`config.mk`:
```
export PLATFORM = sky130hd
export DESIGN_NAME = ecl_loader
export DESIGN_NICKNAME = d
export VERILOG_FILES = /design/src/hdl/ecl_pkg.sv /design/src/hdl/ecl_sync.sv /design/src/hdl/ecl_word_ram.sv /design/src/hdl/ecl_loader.sv
export SDC_FILE = /design/constraint.sdc
export NUM_CORES = 1
export LEC_CHECK = 0
export BUFFER_PORTS_ARGS = -buffer_cell sky130_fd_sc_hd__buf_2
export CAP_MARGIN = 20
export CORE_AREA = 2 2 211 213
export CTS_BUF_LIST = sky130_fd_sc_hd__clkbuf_4 sky130_fd_sc_hd__clkbuf_8
export CTS_CLUSTER_SIZE = 40
export DETAILED_ROUTE_END_ITERATION = 16
export DIE_AREA = 0 0 213 215
export PLACE_DENSITY = 0.69
export SETUP_SLACK_MARGIN = 0.1
export SLEW_MARGIN = 10
export SYNTH_ARGS = -nofsm -noshare
export SYNTH_HDL_FRONTEND = slang
export SYNTH_SLANG_ARGS = --single-unit
```
`constraint.sdc`:
```
create_clock -name ref_clk -period 6.8 [get_ports ref_clk]
set_clock_uncertainty 0.2 [all_clocks]
set_input_delay 2.04 -clock ref_clk [delete_from_list [all_inputs] [get_ports ref_clk]]
set_output_delay 2.04 -clock ref_clk [all_outputs]
set_load 0.005 [all_outputs]
```
`src/hdl/ecl_pkg.sv`:
```
/*
 * constants, types and register map of the preload word loader.
 * assumes one 100 MHz clock and a word reader on the same clock.
 */
// What this block does
// - word 66h bit 0 -> port3 slot implemented
// - word 66h bit 1 -> port3 connector clock
// - word 66h bit 2 -> port3 init required
// - word 66h bit 3 -> port3 low priority vc
// - word 66h bits 6:4 -> port3 port number
// - word 66h bits 15:9 -> port3 tc map
// - words 70h-76h are port 0-3 budgets
// - budget bits 9:0 -> base power, scale
// - budget bits 11:10 -> pm state field
// - budget bit 15 -> system allocated flag
// - words 80h,82h pm control ports 0,1
// - pm bits: d3 l1, l1 delay, l0s
// - pm bit 6 -> rx polarity disable
// - pm bit 7 -> vga decode enable
// - pm bits 15:8 -> phy control byte
// - words 60h-64h same layout, ports 0-2
// - words 84h,86h same layout, ports 2,3
package ecl_pkg;

    localparam int PORT_CNT = 4;
    localparam int WORD_CNT = 12;
    localparam int WORD_W = 16;
    localparam int IDX_W = 4;

    // preload word addresses (byte address in the memory)
    localparam logic [7:0] SLOT_WORD_BASE = 8'h60;
    localparam logic [7:0] PB_WORD_BASE = 8'h70;
    localparam logic [7:0] PM_WORD_BASE = 8'h80;

    // word groups, index bits [3:2]
    localparam logic [1:0] GRP_SLOT = 2'h0;
    localparam logic [1:0] GRP_PB = 2'h1;
    localparam logic [1:0] GRP_PM = 2'h2;

    // source bit positions inside the slot word
    localparam int SLOT_BIT = 0;
    localparam int CLK_BIT = 1;
    localparam int DSI_BIT = 2;
    localparam int LOW_PRIO_BIT = 3;
    localparam int PNUM_LSB = 4;
    localparam int TCMAP_LSB = 9;
    // power budget word
    localparam int BPWR_LSB = 0;
    localparam int SCALE_LSB = 8;
    localparam int PMST_LSB = 10;
    localparam int SYSAL_BIT = 15;
    // power management control word
    localparam int PMCTL_LSB = 0;
    localparam int RXPOL_BIT = 6;
    localparam int VGA_BIT = 7;
    localparam int PHY_LSB = 8;

    // apb map
    localparam logic [11:0] ADDR_CTRL = 12'h000;
    localparam logic [11:0] ADDR_STAT = 12'h004;
    localparam logic [11:0] ADDR_RAW = 12'h040;
    localparam int CTRL_RELOAD_BIT = 0;
    localparam int CTRL_IGNORE_BIT = 1;
    localparam logic CTRL_IGNORE_RST = 1'b0;
    localparam int STAT_BUSY_BIT = 0;
    localparam int STAT_READY_BIT = 1;
    localparam int STAT_NOMEM_BIT = 2;
    localparam int STAT_IDX_LSB = 4;

    // wait after reset so the presence synchroniser has settled
    localparam logic [1:0] SETTLE_CYC = 2'h3;

    typedef enum logic [2:0] {
        ST_IDLE,
        ST_SETTLE,
        ST_REQ,
        ST_WAIT,
        ST_DONE
    } ecl_state_e;

    // per-port fields; comments give the config offset and bits
    typedef struct packed {
        logic slot_impl;               // c0h [24]
        logic slot_clk_cfg;            // d0h [28]
        logic dsi_req;                 // 40h [21]
        logic low_priority_vc_group;   // 144h [4]
        logic [2:0] port_num;          // cch [26:24]
        logic [6:0] tc_vc0_map;        // 154h [7:1]
        logic [7:0] base_power;        // 214h [7:0]
        logic [1:0] data_scale;        // 214h [9:8]
        logic [1:0] pm_state;          // 214h [14:13]
        logic sys_alloc;               // 218h [0]
        logic [5:0] pm_ctrl;           // 74h [13:8]
        logic rx_pol_dis;              // 74h [14]
        logic vga_en;                  // 70h [31]
        logic [7:0] phy_ctrl_status_five; // 88h [31:24]
    } ecl_port_cfg_s;

    localparam ecl_port_cfg_s CFG_RST = '0;

    typedef struct packed {
        logic req;
        logic [7:0] addr;
    } ecl_mem_req_s;

    typedef struct packed {
        logic ack;
        logic [15:0] data;
    } ecl_mem_rsp_s;

endpackage

```
`src/hdl/ecl_sync.sv`:
```
/*
 * two flip-flop synchroniser for one level.
 * assumes the input may change at any time relative to ref_clk.
 */
`timescale 1ns/100ps
module ecl_sync (
    input wire logic ref_clk,
    input wire logic rst,
    input wire logic din,
    output logic dout
);
    logic meta_q;

    always_ff @(posedge ref_clk) begin
        if (rst) begin
            meta_q <= 1'b0;
            dout <= 1'b0;
        end else begin
            meta_q <= din;
            dout <= meta_q;
        end
    end
endmodule

```
`src/hdl/ecl_word_ram.sv`:
```
/*
 * small memory holding the raw preload words as loaded.
 * read data come out of a register, one cycle after the address.
 */
`timescale 1ns/100ps
module ecl_word_ram (
    input wire logic ref_clk,
    input wire logic we,
    input wire logic [ecl_pkg::IDX_W-1:0] waddr,
    input wire logic [ecl_pkg::WORD_W-1:0] wdata,
    input wire logic [ecl_pkg::IDX_W-1:0] raddr,
    output logic [ecl_pkg::WORD_W-1:0] rdata_q
);
    logic [ecl_pkg::WORD_W-1:0] mem_q [2**ecl_pkg::IDX_W];

    always_ff @(posedge ref_clk) begin
        if (we) begin
            mem_q[waddr] <= wdata;
        end
    end

    always_ff @(posedge ref_clk) begin
        rdata_q <= mem_q[raddr];
    end
endmodule

```
`src/hdl/ecl_loader.sv`:
```
/*
 * preload word loader: after reset it reads the port slot, power
 * budget and power management words from the configuration memory
 * and spreads them over the per-port configuration fields.
 * every load starts from the field defaults, so a reload with the
 * memory gone leaves every field at its reset value.
 * assumes a word reader on ref_clk that answers each held request
 * with a one-cycle ack; mem_present is an asynchronous pin.
 */
// Our own choices: the APB interface to the registers and the address map.
`timescale 1ns/100ps
module ecl_loader (
    input wire logic ref_clk,
    input wire logic rst,
    input wire logic psel,
    input wire logic penable,
    input wire logic pwrite,
    input wire logic [11:0] paddr,
    input wire logic [31:0] pwdata,
    output logic [31:0] prdata,
    output logic pready,
    output logic pslverr,
    input wire logic mem_present,
    output ecl_pkg::ecl_mem_req_s mem_req,
    input wire ecl_pkg::ecl_mem_rsp_s mem_rsp,
    output logic cfg_ready,
    output logic no_mem,
    output ecl_pkg::ecl_port_cfg_s [ecl_pkg::PORT_CNT-1:0] port_cfg
);
    ecl_pkg::ecl_state_e state_q;
    logic present_s;
    logic [1:0] settle_q;
    logic [ecl_pkg::IDX_W-1:0] idx_q;
    logic ignore_q;
    logic word_take;
    logic last_word;
    logic [1:0] grp;
    logic [1:0] prt;
    logic [15:0] w;
    logic acc_done;
    logic acc_wr;
    logic hit_ctrl;
    logic hit_stat;
    logic hit_raw;
    logic reload;
    logic [ecl_pkg::WORD_W-1:0] raw_rdata;
    logic [ecl_pkg::IDX_W-1:0] raw_idx;
    logic settle_end;
    logic load_go;
    logic acc_first;
    logic hit_any;
    logic [31:0] rd_word;

    // the presence pin is asynchronous: two flops before any decision
    ecl_sync u_present_sync (
        .ref_clk(ref_clk),
        .rst(rst),
        .din(mem_present),
        .dout(present_s)
    );

    // word index: group in [3:2], port in [1:0]
    assign grp = idx_q[3:2];
    assign prt = idx_q[1:0];
    assign w = mem_rsp.data;
    assign word_take = (state_q == ecl_pkg::ST_WAIT) && mem_req.req
        && mem_rsp.ack;
    assign last_word = (idx_q == 4'(ecl_pkg::WORD_CNT - 1));

    // presence is judged once, when the settle wait has run out
    assign settle_end = (state_q == ecl_pkg::ST_SETTLE)
        && (settle_q == ecl_pkg::SETTLE_CYC);
    assign load_go = present_s && !ignore_q;

    // byte address in the memory: group base plus two per port
    function automatic logic [7:0] word_addr(
        input logic [ecl_pkg::IDX_W-1:0] idx
    );
        logic [7:0] base;
        base = ecl_pkg::SLOT_WORD_BASE;
        unique case (idx[3:2])
            ecl_pkg::GRP_SLOT: base = ecl_pkg::SLOT_WORD_BASE;
            ecl_pkg::GRP_PB: base = ecl_pkg::PB_WORD_BASE;
            ecl_pkg::GRP_PM: base = ecl_pkg::PM_WORD_BASE;
            default: base = ecl_pkg::SLOT_WORD_BASE;
        endcase
        return base + {5'h00, idx[1:0], 1'b0};
    endfunction

    // apb decode
    assign acc_done = psel && penable && pready;
    assign acc_wr = acc_done && pwrite;
    assign hit_ctrl = (paddr == ecl_pkg::ADDR_CTRL);
    assign hit_stat = (paddr == ecl_pkg::ADDR_STAT);
    assign raw_idx = paddr[5:2];
    assign hit_raw = (paddr[11:6] == ecl_pkg::ADDR_RAW[11:6])
        && (paddr[1:0] == 2'h0)
        && (raw_idx < 4'(ecl_pkg::WORD_CNT));
    assign reload = acc_wr && hit_ctrl
        && pwdata[ecl_pkg::CTRL_RELOAD_BIT];

    // load sequencer: settle, then one request per word; a missing
    // or ignored memory goes straight to done
    always_ff @(posedge ref_clk) begin
        if (rst) begin
            state_q <= ecl_pkg::ST_SETTLE;
        end else begin
            unique case (state_q)
                ecl_pkg::ST_IDLE: begin
                    state_q <= ecl_pkg::ST_SETTLE;
                end
                ecl_pkg::ST_SETTLE: begin
                    if (settle_end) begin
                        if (load_go) begin
                            state_q <= ecl_pkg::ST_REQ;
                        end else begin
                            state_q <= ecl_pkg::ST_DONE;
                        end
                    end
                end
                ecl_pkg::ST_REQ: begin
                    state_q <= ecl_pkg::ST_WAIT;
                end
                ecl_pkg::ST_WAIT: begin
                    if (word_take) begin
                        if (last_word) begin
                            state_q <= ecl_pkg::ST_DONE;
                        end else begin
                            state_q <= ecl_pkg::ST_REQ;
                        end
                    end
                end
                ecl_pkg::ST_DONE: begin
                    // a reload while a load runs is ignored
                    if (reload) begin
                        state_q <= ecl_pkg::ST_IDLE;
                    end
                end
                default: state_q <= ecl_pkg::ST_IDLE;
            endcase
        end
    end

    always_ff @(posedge ref_clk) begin
        if (rst || state_q != ecl_pkg::ST_SETTLE) begin
            settle_q <= 2'h0;
        end else if (settle_q != ecl_pkg::SETTLE_CYC) begin
            settle_q <= settle_q + 2'h1;
        end
    end

    // word in flight; it stays on the last word once the load is done
    always_ff @(posedge ref_clk) begin
        if (rst || state_q == ecl_pkg::ST_SETTLE) begin
            idx_q <= '0;
        end else if (word_take && !last_word) begin
            idx_q <= idx_q + 4'h1;
        end
    end

    // memory request, held until the ack
    always_ff @(posedge ref_clk) begin
        if (rst) begin
            mem_req <= '0;
        end else if (state_q == ecl_pkg::ST_REQ) begin
            mem_req.req <= 1'b1;
            mem_req.addr <= word_addr(idx_q);
        end else if (word_take) begin
            mem_req.req <= 1'b0;
        end
    end

    // host config access stays closed until every word is in or the load is skipped; it
    // drops in the cycle a reload is taken, before the fields clear
    always_ff @(posedge ref_clk) begin
        if (rst) begin
            cfg_ready <= 1'b0;
        end else begin
            cfg_ready <= (state_q == ecl_pkg::ST_DONE) && !reload;
        end
    end

    always_ff @(posedge ref_clk) begin
        if (rst) begin
            no_mem <= 1'b0;
        end else if (settle_end) begin
            no_mem <= !load_go;
        end
    end

    // field update; a new load starts from the defaults again
    always_ff @(posedge ref_clk) begin
        if (rst || state_q == ecl_pkg::ST_SETTLE) begin
            port_cfg <= {ecl_pkg::PORT_CNT{ecl_pkg::CFG_RST}};
        end else if (word_take) begin
            unique case (grp)
                ecl_pkg::GRP_SLOT: begin
                    port_cfg[prt].slot_impl <=
                        w[ecl_pkg::SLOT_BIT];
                    port_cfg[prt].slot_clk_cfg <=
                        w[ecl_pkg::CLK_BIT];
                    port_cfg[prt].dsi_req <=
                        w[ecl_pkg::DSI_BIT];
                    port_cfg[prt].low_priority_vc_group <=
                        w[ecl_pkg::LOW_PRIO_BIT];
                    port_cfg[prt].port_num <=
                        w[ecl_pkg::PNUM_LSB +: 3];
                    port_cfg[prt].tc_vc0_map <=
                        w[ecl_pkg::TCMAP_LSB +: 7];
                end
                ecl_pkg::GRP_PB: begin
                    port_cfg[prt].base_power <=
                        w[ecl_pkg::BPWR_LSB +: 8];
                    port_cfg[prt].data_scale <=
                        w[ecl_pkg::SCALE_LSB +: 2];
                    port_cfg[prt].pm_state <=
                        w[ecl_pkg::PMST_LSB +: 2];
                    port_cfg[prt].sys_alloc <=
                        w[ecl_pkg::SYSAL_BIT];
                end
                ecl_pkg::GRP_PM: begin
                    // d3-to-l1 [1:0], l1 delay [3:2], l0s [5:4]
                    port_cfg[prt].pm_ctrl <=
                        w[ecl_pkg::PMCTL_LSB +: 6];
                    port_cfg[prt].rx_pol_dis <=
                        w[ecl_pkg::RXPOL_BIT];
                    port_cfg[prt].vga_en <=
                        w[ecl_pkg::VGA_BIT];
                    port_cfg[prt].phy_ctrl_status_five <=
                        w[ecl_pkg::PHY_LSB +: 8];
                end
                default: begin
                end
            endcase
        end
    end

    // raw copy of every loaded word for software readback
    ecl_word_ram u_raw (
        .ref_clk(ref_clk),
        .we(word_take),
        .waddr(idx_q),
        .wdata(w),
        .raddr(raw_idx),
        .rdata_q(raw_rdata)
    );

    // ignore lets software skip a fitted memory on the next load
    always_ff @(posedge ref_clk) begin
        if (rst) begin
            ignore_q <= ecl_pkg::CTRL_IGNORE_RST;
        end else if (acc_wr && hit_ctrl) begin
            ignore_q <= pwdata[ecl_pkg::CTRL_IGNORE_BIT];
        end
    end

    // first access-phase cycle; the answer follows one cycle later
    assign acc_first = psel && penable && !pready;
    assign hit_any = hit_ctrl || hit_stat || hit_raw;

    // read word assembled while the access waits
    always_comb begin
        rd_word = 32'h0;
        if (hit_ctrl) begin
            rd_word[ecl_pkg::CTRL_IGNORE_BIT] = ignore_q;
        end else if (hit_stat) begin
            rd_word[ecl_pkg::STAT_BUSY_BIT] = (state_q != ecl_pkg::ST_DONE);
            rd_word[ecl_pkg::STAT_READY_BIT] = cfg_ready;
            rd_word[ecl_pkg::STAT_NOMEM_BIT] = no_mem;
            rd_word[ecl_pkg::STAT_IDX_LSB +: ecl_pkg::IDX_W] = idx_q;
        end else if (hit_raw) begin
            rd_word[ecl_pkg::WORD_W-1:0] = raw_rdata;
        end
    end

    // one wait state so the raw word memory read has settled
    always_ff @(posedge ref_clk) begin
        if (rst) begin
            pready <= 1'b0;
        end else begin
            pready <= acc_first;
        end
    end

    // unmapped places answer with an error and have no effect
    always_ff @(posedge ref_clk) begin
        if (rst) begin
            pslverr <= 1'b0;
        end else begin
            pslverr <= acc_first && !hit_any;
        end
    end

    // read data stand only in the cycle pready is high
    always_ff @(posedge ref_clk) begin
        if (rst) begin
            prdata <= 32'h0;
        end else if (acc_first && !pwrite) begin
            prdata <= rd_word;
        end else begin
            prdata <= 32'h0;
        end
    end
endmodule

```
==> impl_metrics.env, run 1 <==
export IMPL_slew_headroom=0.319
export IMPL_crit_slowest_cell="and3_1"
export IMPL_timing_final_crit_share=0.573
export IMPL_syn2layout_area_growth_pct=19.8
export IMPL_crit_cells=4
export IMPL_drcViolationCount=0
export IMPL_maxCapViolCount=0
export IMPL_ant_nets=0
export IMPL_grt_pass1_wl_um=64800
export IMPL_pwr_share_clk=0.424
export IMPL_r2r_worst_path_cells=6
export IMPL_die_w_um=213
export IMPL_switchingPower_mw=1.58
export IMPL_clock_sinks=482
export IMPL_htreeDepth=3
export IMPL_slew_violations=0
export IMPL_grt_antenna_before_repair=0
export IMPL_die_h_um=215
export IMPL_pwr_share_seq=0.486
export IMPL_hold_ws_ns=0.222
export IMPL_vias_per_cell=5.26
export IMPL_syn_inst=1107
export IMPL_ys_seq_area_frac=0.706
export IMPL_crit_end="u_raw.mem_q[8][5]$_DFFE_PP_"
export IMPL_dr_total_vias=10600
export IMPL_yosysTopAreaCellShare=0.444
export IMPL_grt_overflow=0
export IMPL_cts_resized=0
export IMPL_pwr_share_comb=0.090
export IMPL_drive_gt1_frac=0.333
export IMPL_insertion_delay_ns=0.61
export IMPL_dieArea_um2=45800
export IMPL_wirelength_um=42900
export IMPL_cp_max_fo=16
export IMPL_p_int_mw=4.81
export IMPL_power_density_nw_per_um2=308
export IMPL_diodes=0
export IMPL_ys_warn_count=0
export IMPL_status="finished clean"
export IMPL_cp_startpoint="mem_rsp[16]"
export IMPL_cp_cell_sequence="buf_2 -> nand3_2 -> nor2_1 -> and3_1"
export IMPL_yosysTopAreaCell="edfxtp_1"
export IMPL_fin_tns_setup_ns=0
export IMPL_start_util=0.396
export IMPL_synth_edf_count=256
export IMPL_p_leak_nw=7.65
export IMPL_synth_seq_cells=482
export IMPL_clock_path_buffers=3
export IMPL_slowest_delay_ns=0.89
export IMPL_grt_pass1_vias=10900
export IMPL_drt_initial_drc_count=826
export IMPL_grt_setup_unrepaired="false"
export IMPL_crit_path_end_kind="flip-flop"
export IMPL_wl_per_cell_um=21.2
export IMPL_finish_net_count=1445
export IMPL_clock_fmax_ghz=0.257
export IMPL_criticalPathCategory="input pin to flip-flop"
export IMPL_coreArea_um2=43600
export IMPL_peakVddDrop_uv=208
export IMPL_p_sw_frac=0.247
export IMPL_ios=284
export IMPL_place_ws_ns=2.26
export IMPL_clk_pin_slew_ns=0.06
export IMPL_netlist_area_um2=17300
export IMPL_first_pass_iters=5
export IMPL_finalSetupViolCount=0
export IMPL_ys_top_cells_by_area="edfxtp_1, dfxtp_1, mux4_2, o2bb2ai_1, nand2_1"
export IMPL_min_path_type="flip-flop to flip-flop"
export IMPL_grt_max_degree=50
export IMPL_worst_slew_pin_transition_ns=1.02
export IMPL_cp_top_family="simple AND/OR/NAND/NOR gates"
export IMPL_hold_viol_final=0
export IMPL_required_ns=6.81
export IMPL_worst_r2r_setup_slack_ns=3.85
export IMPL_crit_buf_inv=1
export IMPL_root_buffer="clkbuf_8"
export IMPL_critPathArrivalTime_ns=3.90
export IMPL_synth_cell_type_count=54
export IMPL_cts_hold_buf=0
export IMPL_post_cts_buffers=0
export IMPL_timing_rr_start="idx_q[2]$_SDFFE_PP0P_"
export IMPL_dp_hpwl_um=27900
export IMPL_period_needed_ns=3.89
export IMPL_async_flop_share=0
export IMPL_fin_ws_ns=2.91
export IMPL_cts_buffers=75
export IMPL_synth_avg_cell_area_um2=15.6
export IMPL_numPortBuffers=235
export IMPL_cts_tree="yes"
export IMPL_grtUsageTotal=0.187
export IMPL_rows=77
export IMPL_gp_congestion=0.760
export IMPL_synth_main_ff_cell="edfxtp_1"
export IMPL_startpoint_type="input pin"
-- final cells by class --
cell class	instances	area, um^2
Clock buffer	112	1400
Tap cell	592	741
Clock inverter	25	317
Fill cell	3748	22900
Sequential cell	482	12200
Timing Repair Buffer	252	1310
Inverter	11	41.3
Multi-Input combinational cell	544	4710
-- Yosys cell counts, types with 3 or more instances --
cell / number
inv_1: 11
o21ai_0: 56
nor4_1: 9
nor2b_1: 6
a32o_1: 30
o2bb2ai_1: 90
a22o_1: 6
nand2b_1: 13
mux4_2: 64
edfxtp_1: 256
buf_2: 25
and3_1: 13
and2_1: 11
ha_1: 12
nor3_1: 5
clkbuf_1: 36
a311oi_1: 5
buf_4: 22
a211oi_1: 3
a21oi_1: 11
mux2i_1: 8
a22oi_1: 32
nand2_1: 100
nor2_1: 17
dfxtp_1: 226
xnor2_1: 3
-- power by group through the flow --
stage	sequential (mW)	combinational (mW)	clock (mW)
3_3_place_gp	3.17	0.556	0
3_5_place_dp	3.17	0.571	0
2_1_floorplan	3.15	0.372	0
5_1_grt	3.11	0.616	2.88
4_1_cts	3.11	0.575	2.76
6_report	3.11	0.574	2.71
-- cell families (layout without fill, tap and decap cells) --
kind of cell | Yosys count | after routing | synth area share
compound gates | 239 | 239 | 0.106
simple gates | 199 | 199 | 0.0609
other cells | 1 | 18 | 0.000217
buf+inv | 98 | 400 | 0.0287
xor+xnor | 4 | 4 | 0.00203
flops | 482 | 482 | 0.706
fa+ha+maj | 12 | 12 | 0.00868
mux | 72 | 72 | 0.0879
-- stage by stage --
stage	cell area, um^2	instances	total power [mW]	utilization
4_1_cts	20700	2016	6.44	0.475
3_5_place_dp	19000	1879	3.74	0.435
6_report	20700	2018	6.39	0.475
5_1_grt	20700	2018	6.61	0.475
3_3_place_gp	19000	1878	3.72	0.435
2_1_floorplan	17400	1124	3.52	-
-- worst min-delay path by stage --
stage / to / slack, ns / cells after the start / start
global placement: prdata[15]$_SDFF_PP0_ / 0.22 / 1 / u_raw.rdata_q[15]$_DFF_P_
detailed placement: prdata[8]$_SDFF_PP0_ / 0.22 / 1 / u_raw.rdata_q[8]$_DFF_P_
finish: prdata[11]$_SDFF_PP0_ / 0.22 / 1 / u_raw.rdata_q[11]$_DFF_P_
CTS: prdata[11]$_SDFF_PP0_ / 0.23 / 1 / u_raw.rdata_q[11]$_DFF_P_
global route: prdata[11]$_SDFF_PP0_ / 0.25 / 1 / u_raw.rdata_q[11]$_DFF_P_
floorplan: prdata[10]$_SDFF_PP0_ / 0.21 / 1 / u_raw.rdata_q[10]$_DFF_P_
-- layout by cell type (no fill, tap or decap), types with 3 or more instances in the layout --
| cell type | synthesis | routed |
|---|---|---|
| a211oi_1 | 3 | 3 |
| a21oi_1 | 11 | 9 |
| a21oi_2 | 2 | 4 |
| a22o_1 | 6 | 6 |
| a22oi_1 | 32 | 32 |
| a311oi_2 | 0 | 3 |
| a32o_1 | 30 | 30 |
| and2_1 | 11 | 11 |
| and3_1 | 13 | 13 |
| buf_2 | 25 | 234 |
| buf_4 | 22 | 17 |
| bufinv_16 | 0 | 7 |
| clkbuf_4 | 0 | 22 |
| clkbuf_8 | 0 | 90 |
| clkinv_2 | 0 | 12 |
| clkinvlp_4 | 0 | 3 |
| conb_1 | 1 | 18 |
| dfxtp_1 | 226 | 226 |
| edfxtp_1 | 256 | 256 |
| ha_1 | 12 | 12 |
| inv_1 | 11 | 11 |
| mux2i_1 | 8 | 8 |
| mux4_2 | 64 | 64 |
| nand2_1 | 100 | 100 |
| nand2b_1 | 13 | 13 |
| nor2_1 | 17 | 17 |
| nor2b_1 | 6 | 5 |
| nor3_2 | 2 | 5 |
| nor4_1 | 9 | 9 |
| o21ai_0 | 56 | 56 |
| o2bb2ai_1 | 90 | 90 |
| xnor2_1 | 3 | 3 |
-- per-layer routing --
layer  part of all wire  global-route usage  vias to the layer above
met5                  0                   0                        -
met4              0.013              0.0448                        0
met3              0.076              0.0520                       49
met2               0.48               0.304                      395
met1               0.43               0.249                     5380
li1                   -                   -                     4793
(Power assumes the default switching activity.)
==> run 2: changes to the inputs <==
==> constraint.sdc (replaced) <==
create_clock -name ref_clk -period 3.7 [get_ports ref_clk]
set_clock_uncertainty 0.2 [all_clocks]
set_input_delay 1.11 -clock ref_clk [delete_from_list [all_inputs] [get_ports ref_clk]]
set_output_delay 1.11 -clock ref_clk [all_outputs]
set_load 0.005 [all_outputs]
==> run 2 against run 1 <==
Die area unchanged. Combinational power increased by 90%. Hold slack better by 0.0044 ns. Register-to-register slack got worse by 3.1 ns. Non-clock buffer count rose by 24. Sequential share of layout area down 0.22 points. Utilization increased by 0.18 points. Worst setup slack got worse by 2.2 ns. Clock-buffer cell count shrank 3. Highest routed layer unchanged.
==> impl_metrics.env, run 2 (synthesis gave the netlist of run 1 again) <==
export IMPL_ios=284
export IMPL_vias_per_cell=5.29
export IMPL_rows=77
export IMPL_insertion_delay_ns=0.61
export IMPL_coreArea_um2=43600
export IMPL_first_pass_iters=5
export IMPL_maxCapViolCount=0
export IMPL_timing_rr_start="idx_q[2]$_SDFFE_PP0P_"
export IMPL_critPathArrivalTime_ns=3.27
export IMPL_hold_viol_final=0
export IMPL_fin_util=0.477
export IMPL_clock_fmax_ghz=0.338
export IMPL_cts_tree="yes"
export IMPL_start_util=0.396
export IMPL_cp_max_fo=13
export IMPL_hold_path_depth=1
export IMPL_worst_slew_pin_transition_ns=1.08
export IMPL_grt_pass1_wl_um=67400
export IMPL_die_h_um=215
export IMPL_finalSetupViolCount=0
export IMPL_crit_path_end_kind="flip-flop"
export IMPL_peakVddDrop_uv=361
export IMPL_drive_gt1_frac=0.338
export IMPL_fin_tns_setup_ns=0
export IMPL_clk_pin_slew_ns=0.06
export IMPL_worst_r2r_setup_slack_ns=0.74
export IMPL_numPortBuffers=235
export IMPL_grt_pass1_vias=11000
export IMPL_criticalPathCategory="flip-flop to flip-flop"
export IMPL_dieArea_um2=45800
export IMPL_wl_per_cell_um=22.0
export IMPL_grt_antenna_before_repair=2
export IMPL_htreeDepth=3
export IMPL_finish_net_count=1467
export IMPL_startpoint_type="flip-flop"
export IMPL_gp_congestion=0.785
export IMPL_slew_violations=0
export IMPL_final_cells=2038
export IMPL_wirelength_um=44800
export IMPL_period_needed_ns=2.96
export IMPL_cp_startpoint="idx_q[2]$_SDFFE_PP0P_"
export IMPL_r2r_worst_path_cells=6
export IMPL_p_leak_nw=7.72
export IMPL_whs_endpoint="prdata[15]$_SDFF_PP0_"
export IMPL_grtUsageTotal=0.195
export IMPL_timing_final_crit_share=0.799
export IMPL_cts_resized=0
export IMPL_syn2layout_area_growth_pct=20.3
export IMPL_met1_usage=0.259
export IMPL_dp_cells=1905
export IMPL_clock_path_buffers=3
export IMPL_required_ns=4.01
export IMPL_ant_nets=0
export IMPL_fill_cells=3711
export IMPL_dp_hpwl_um=28700
export IMPL_root_buffer="clkbuf_8"
export IMPL_dr_total_vias=10800
export IMPL_gr_usage_met3=0.0510
export IMPL_status="finished clean"
export IMPL_hold_start="u_raw.rdata_q[15]$_DFF_P_"
export IMPL_grt_busiest_layer="met2"
export IMPL_final_cell_mix="edfxtp_1, buf_2, dfxtp_1"
export IMPL_grt_use_met2=0.316
export IMPL_grt_setup_unrepaired="false"
export IMPL_power_density_nw_per_um2=550
export IMPL_cts_hold_buf=0
export IMPL_drt_initial_drc_count=794
export IMPL_die_w_um=213
export IMPL_cts_buffers=73
export IMPL_grt_max_degree=47
export IMPL_final_common_cell="edfxtp_1"
export IMPL_slew_headroom=0.280
export IMPL_clock_sinks=482
export IMPL_drcViolationCount=0
export IMPL_min_path_type="flip-flop to flip-flop"
export IMPL_grt_overflow=0
export IMPL_post_cts_buffers=0
-- run 2: cell types whose count changed in the layout (fill, tap and decap cells not counted), moves of 2 or more --
cell       change
buf_4         +21
clkbuf_4       +3
a21oi_2        -2
clkbuf_8       -6
buf_12         +4
clkinv_1       +2
clkinv_2       -3
a21oi_1        +2
bufinv_16      -3
-- run 2: through the flow --
stage,worst slack (ns),hold slack (ns),instance area (um^2),total power [mW]
6_report,0.744,0.227,20800,11.5
5_1_grt,0.555,0.247,20800,11.9
4_1_cts,0.802,0.230,20800,11.5
3_5_place_dp,0.502,0.215,19200,6.91
3_3_place_gp,0.540,0.214,19200,6.88
2_1_floorplan,0.366,0.206,17400,6.48
-- run 2: power by group --
| group | total (mW) | internal [mW] | switching, mW |
|---|---|---|---|
| clock | 4.65 | 2.63 | 2.03 |
| combinational | 1.09 | 0.273 | 0.821 |
| sequential | 5.71 | 5.67 | 0.0398 |
-- run 2: critical path, stage by stage, from the launching register on --
cell	delay (ns)
dfxtp_1	0.52
inv_1	0.17
ha_1	0.45
and4b_1	0.33
a311oi_2	0.94
nand2_1	0.13
o21ai_0	0.14
-- run 2: routing by layer --
layer	vias to the layer above	routed length [um]
li1	4846	-
met1	5466	19100
met2	399	21500
met3	61	3460
met4	0	784
met5	-	0
-- run 2: cell type report --
cell class	count	area, um^2	area share
Antenna cell	1	2.50	0.000120
Clock inverter	23	235	0.0113
Sequential cell	482	12200	0.587
Inverter	11	41.3	0.00198
Multi-Input combinational cell	544	4700	0.226
Clock buffer	109	1340	0.0646
Tap cell	592	741	0.0356
Timing Repair Buffer	276	1540	0.0738
-- run 2: worst max-delay path by stage --
stage	slack, ns	end	cells past startpoint
floorplan	0.37	u_raw.mem_q[4][0]$_DFFE_PP_	4
global placement	0.54	u_raw.rdata_q[10]$_DFF_P_	5
detailed placement	0.50	u_raw.rdata_q[6]$_DFF_P_	5
CTS	0.80	flip-flop	6
global route	0.55	flip-flop	6
finish	0.74	flip-flop	6
==> run 3: changes to the inputs <==
==> constraint.sdc (replaced) <==
create_clock -name ref_clk -period 3.05 [get_ports ref_clk]
set_clock_uncertainty 0.2 [all_clocks]
set_input_delay 0.915 -clock ref_clk [delete_from_list [all_inputs] [get_ports ref_clk]]
set_output_delay 0.915 -clock ref_clk [all_outputs]
set_load 0.005 [all_outputs]
==> run 3 against run 2 <==
Clock-buffer cell count grew 9. Register-to-register slack lost 0.36 ns. Sequential power grew 21%. Worst setup slack lost 0.36 ns. Utilization grew 1.0 points. Clock power grew 23%. Combinational power grew 32%. Flip-flop and latch count is the same. Sequential share of layout area shrank 1.3 points. Largest power group unchanged.
==> impl_metrics.env, run 3 (synthesis gave the netlist of run 1 again) <==
export IMPL_grt_pass1_vias=11200
export IMPL_min_path_type="flip-flop to flip-flop"
export IMPL_grt_overflow=0
export IMPL_finalSetupViolCount=0
export IMPL_hold_start="u_raw.rdata_q[15]$_DFF_P_"
export IMPL_die_h_um=215
export IMPL_post_cts_buffers=0
export IMPL_switchingPower_mw=3.53
export IMPL_drcViolationCount=0
export IMPL_required_ns=3.33
export IMPL_root_buffer="clkbuf_8"
export IMPL_power_density_nw_per_um2=661
export IMPL_insertion_delay_ns=0.62
export IMPL_p_int_mw=10.5
export IMPL_start_util=0.396
export IMPL_p_leak_nw=7.93
export IMPL_dp_hpwl_um=29100
export IMPL_cts_tree="yes"
export IMPL_clk_pin_slew_ns=0.06
export IMPL_hold_path_depth=1
export IMPL_finish_net_count=1502
export IMPL_pwr_share_comb=0.102
export IMPL_crit_path_end_kind="flip-flop"
export IMPL_ios=284
export IMPL_coreArea_um2=43600
export IMPL_p_sw_frac=0.251
export IMPL_startpoint_type="flip-flop"
export IMPL_grtUsageTotal=0.196
export IMPL_peakVddDrop_uv=417
export IMPL_numPortBuffers=235
export IMPL_clock_fmax_ghz=0.374
export IMPL_whs_endpoint="prdata[15]$_SDFF_PP0_"
export IMPL_grt_antenna_before_repair=0
export IMPL_cts_resized=0
export IMPL_hold_ws_ns=0.223
export IMPL_worst_r2r_setup_slack_ns=0.38
export IMPL_drive_gt1_frac=0.354
export IMPL_gp_congestion=0.778
export IMPL_grt_max_degree=28
export IMPL_dp_cells=1938
export IMPL_cts_buffers=75
export IMPL_cp_max_fo=14
export IMPL_status="finished clean"
export IMPL_final_cell_mix="edfxtp_1, buf_2, dfxtp_1"
export IMPL_pwr_share_clk=0.405
export IMPL_slew_violations=0
export IMPL_clock_sinks=482
export IMPL_dieArea_um2=45800
export IMPL_ant_nets=0
export IMPL_first_pass_iters=5
export IMPL_wirelength_um=44800
export IMPL_cp_startpoint="idx_q[2]$_SDFFE_PP0P_"
export IMPL_timing_rr_start="idx_q[2]$_SDFFE_PP0P_"
export IMPL_diodes=0
export IMPL_die_w_um=213
export IMPL_slew_headroom=0.415
export IMPL_final_cells=2076
export IMPL_drt_initial_drc_count=808
export IMPL_dr_total_vias=10900
export IMPL_wl_per_cell_um=21.6
export IMPL_maxCapViolCount=0
export IMPL_fin_tns_setup_ns=0
export IMPL_timing_final_crit_share=0.876
export IMPL_grt_setup_unrepaired="false"
export IMPL_final_common_cell="edfxtp_1"
export IMPL_power_total_mw=14.1
export IMPL_htreeDepth=3
export IMPL_criticalPathCategory="flip-flop to flip-flop"
export IMPL_fin_util=0.487
export IMPL_period_needed_ns=2.67
export IMPL_critPathArrivalTime_ns=2.95
export IMPL_clock_path_buffers=3
export IMPL_r2r_worst_path_cells=7
export IMPL_syn2layout_area_growth_pct=22.9
export IMPL_cts_hold_buf=0
export IMPL_rows=77
export IMPL_vias_per_cell=5.23
export IMPL_hold_viol_final=0
export IMPL_worst_slew_pin_transition_ns=0.878
export IMPL_pwr_share_seq=0.492
export IMPL_grt_pass1_wl_um=67600
## run 3: changes by cell type in the layout (fill, tap and decap cells not counted), sizes merged
cell / change
inv: -1
diode: -1
buf: +33
clkinv: -2
bufinv: -1
clkinvlp: +1
clkbuf: +9
## run 3: worst max-delay path by stage
stage / slack, ns / depth (start not counted) / to
floorplan: -0.09 / 4 / u_raw.mem_q[4][0]$_DFFE_PP_
detailed placement: 0.25 / 5 / u_raw.rdata_q[9]$_DFF_P_
global placement: 0.26 / 5 / u_raw.rdata_q[9]$_DFF_P_
finish: 0.38 / 7 / flip-flop
global route: 0.23 / 7 / flip-flop
CTS: 0.43 / 7 / flip-flop
## run 3: power groups by stage
| stage | sequential [mW] | clock [mW] | combinational (mW) |
|---|---|---|---|
| final | 6.92 | 5.70 | 1.44 |
| after global placement | 7.06 | 0 | 1.40 |
| after detailed placement | 7.06 | 0 | 1.43 |
| after global routing | 6.93 | 6.08 | 1.54 |
| after floorplan | 7.03 | 0 | 0.829 |
| after CTS | 6.92 | 5.81 | 1.44 |
## run 3: area by class of cell
cell class	instances	area, um^2
flip-flops and latches	482	12200
clock inverters	20	191
multi-input cells	544	4700
well taps	592	741
inverters	11	41.3
fillers	3676	22400
repair buffers	309	1960
clock buffers	118	1420
## run 3: metrics by stage
stage	cell area [um^2]	worst slack [ns]
finish	21300	0.380
global route	21300	0.235
CTS	21300	0.430
detailed placement	19600	0.254
global placement	19600	0.261
floorplan	17400	-0.0885
## run 3: worst max-delay path, stage by stage, from the launching register on
cell       delay (ns)
dfxtp_1          0.33
inv_1            0.08
ha_1             0.50
or3b_1           0.45
a2111oi_0        0.45
nor2_1           0.09
buf_4            0.22
a32o_1           0.23
## run 3: layer usage
layer | up-vias | track usage | part of all wire
li1 | 4895 | - | -
met1 | 5508 | 0.258 | 0.42
met2 | 404 | 0.317 | 0.48
met3 | 59 | 0.0549 | 0.080
met4 | 0 | 0.0522 | 0.016
met5 | - | 0 | 0
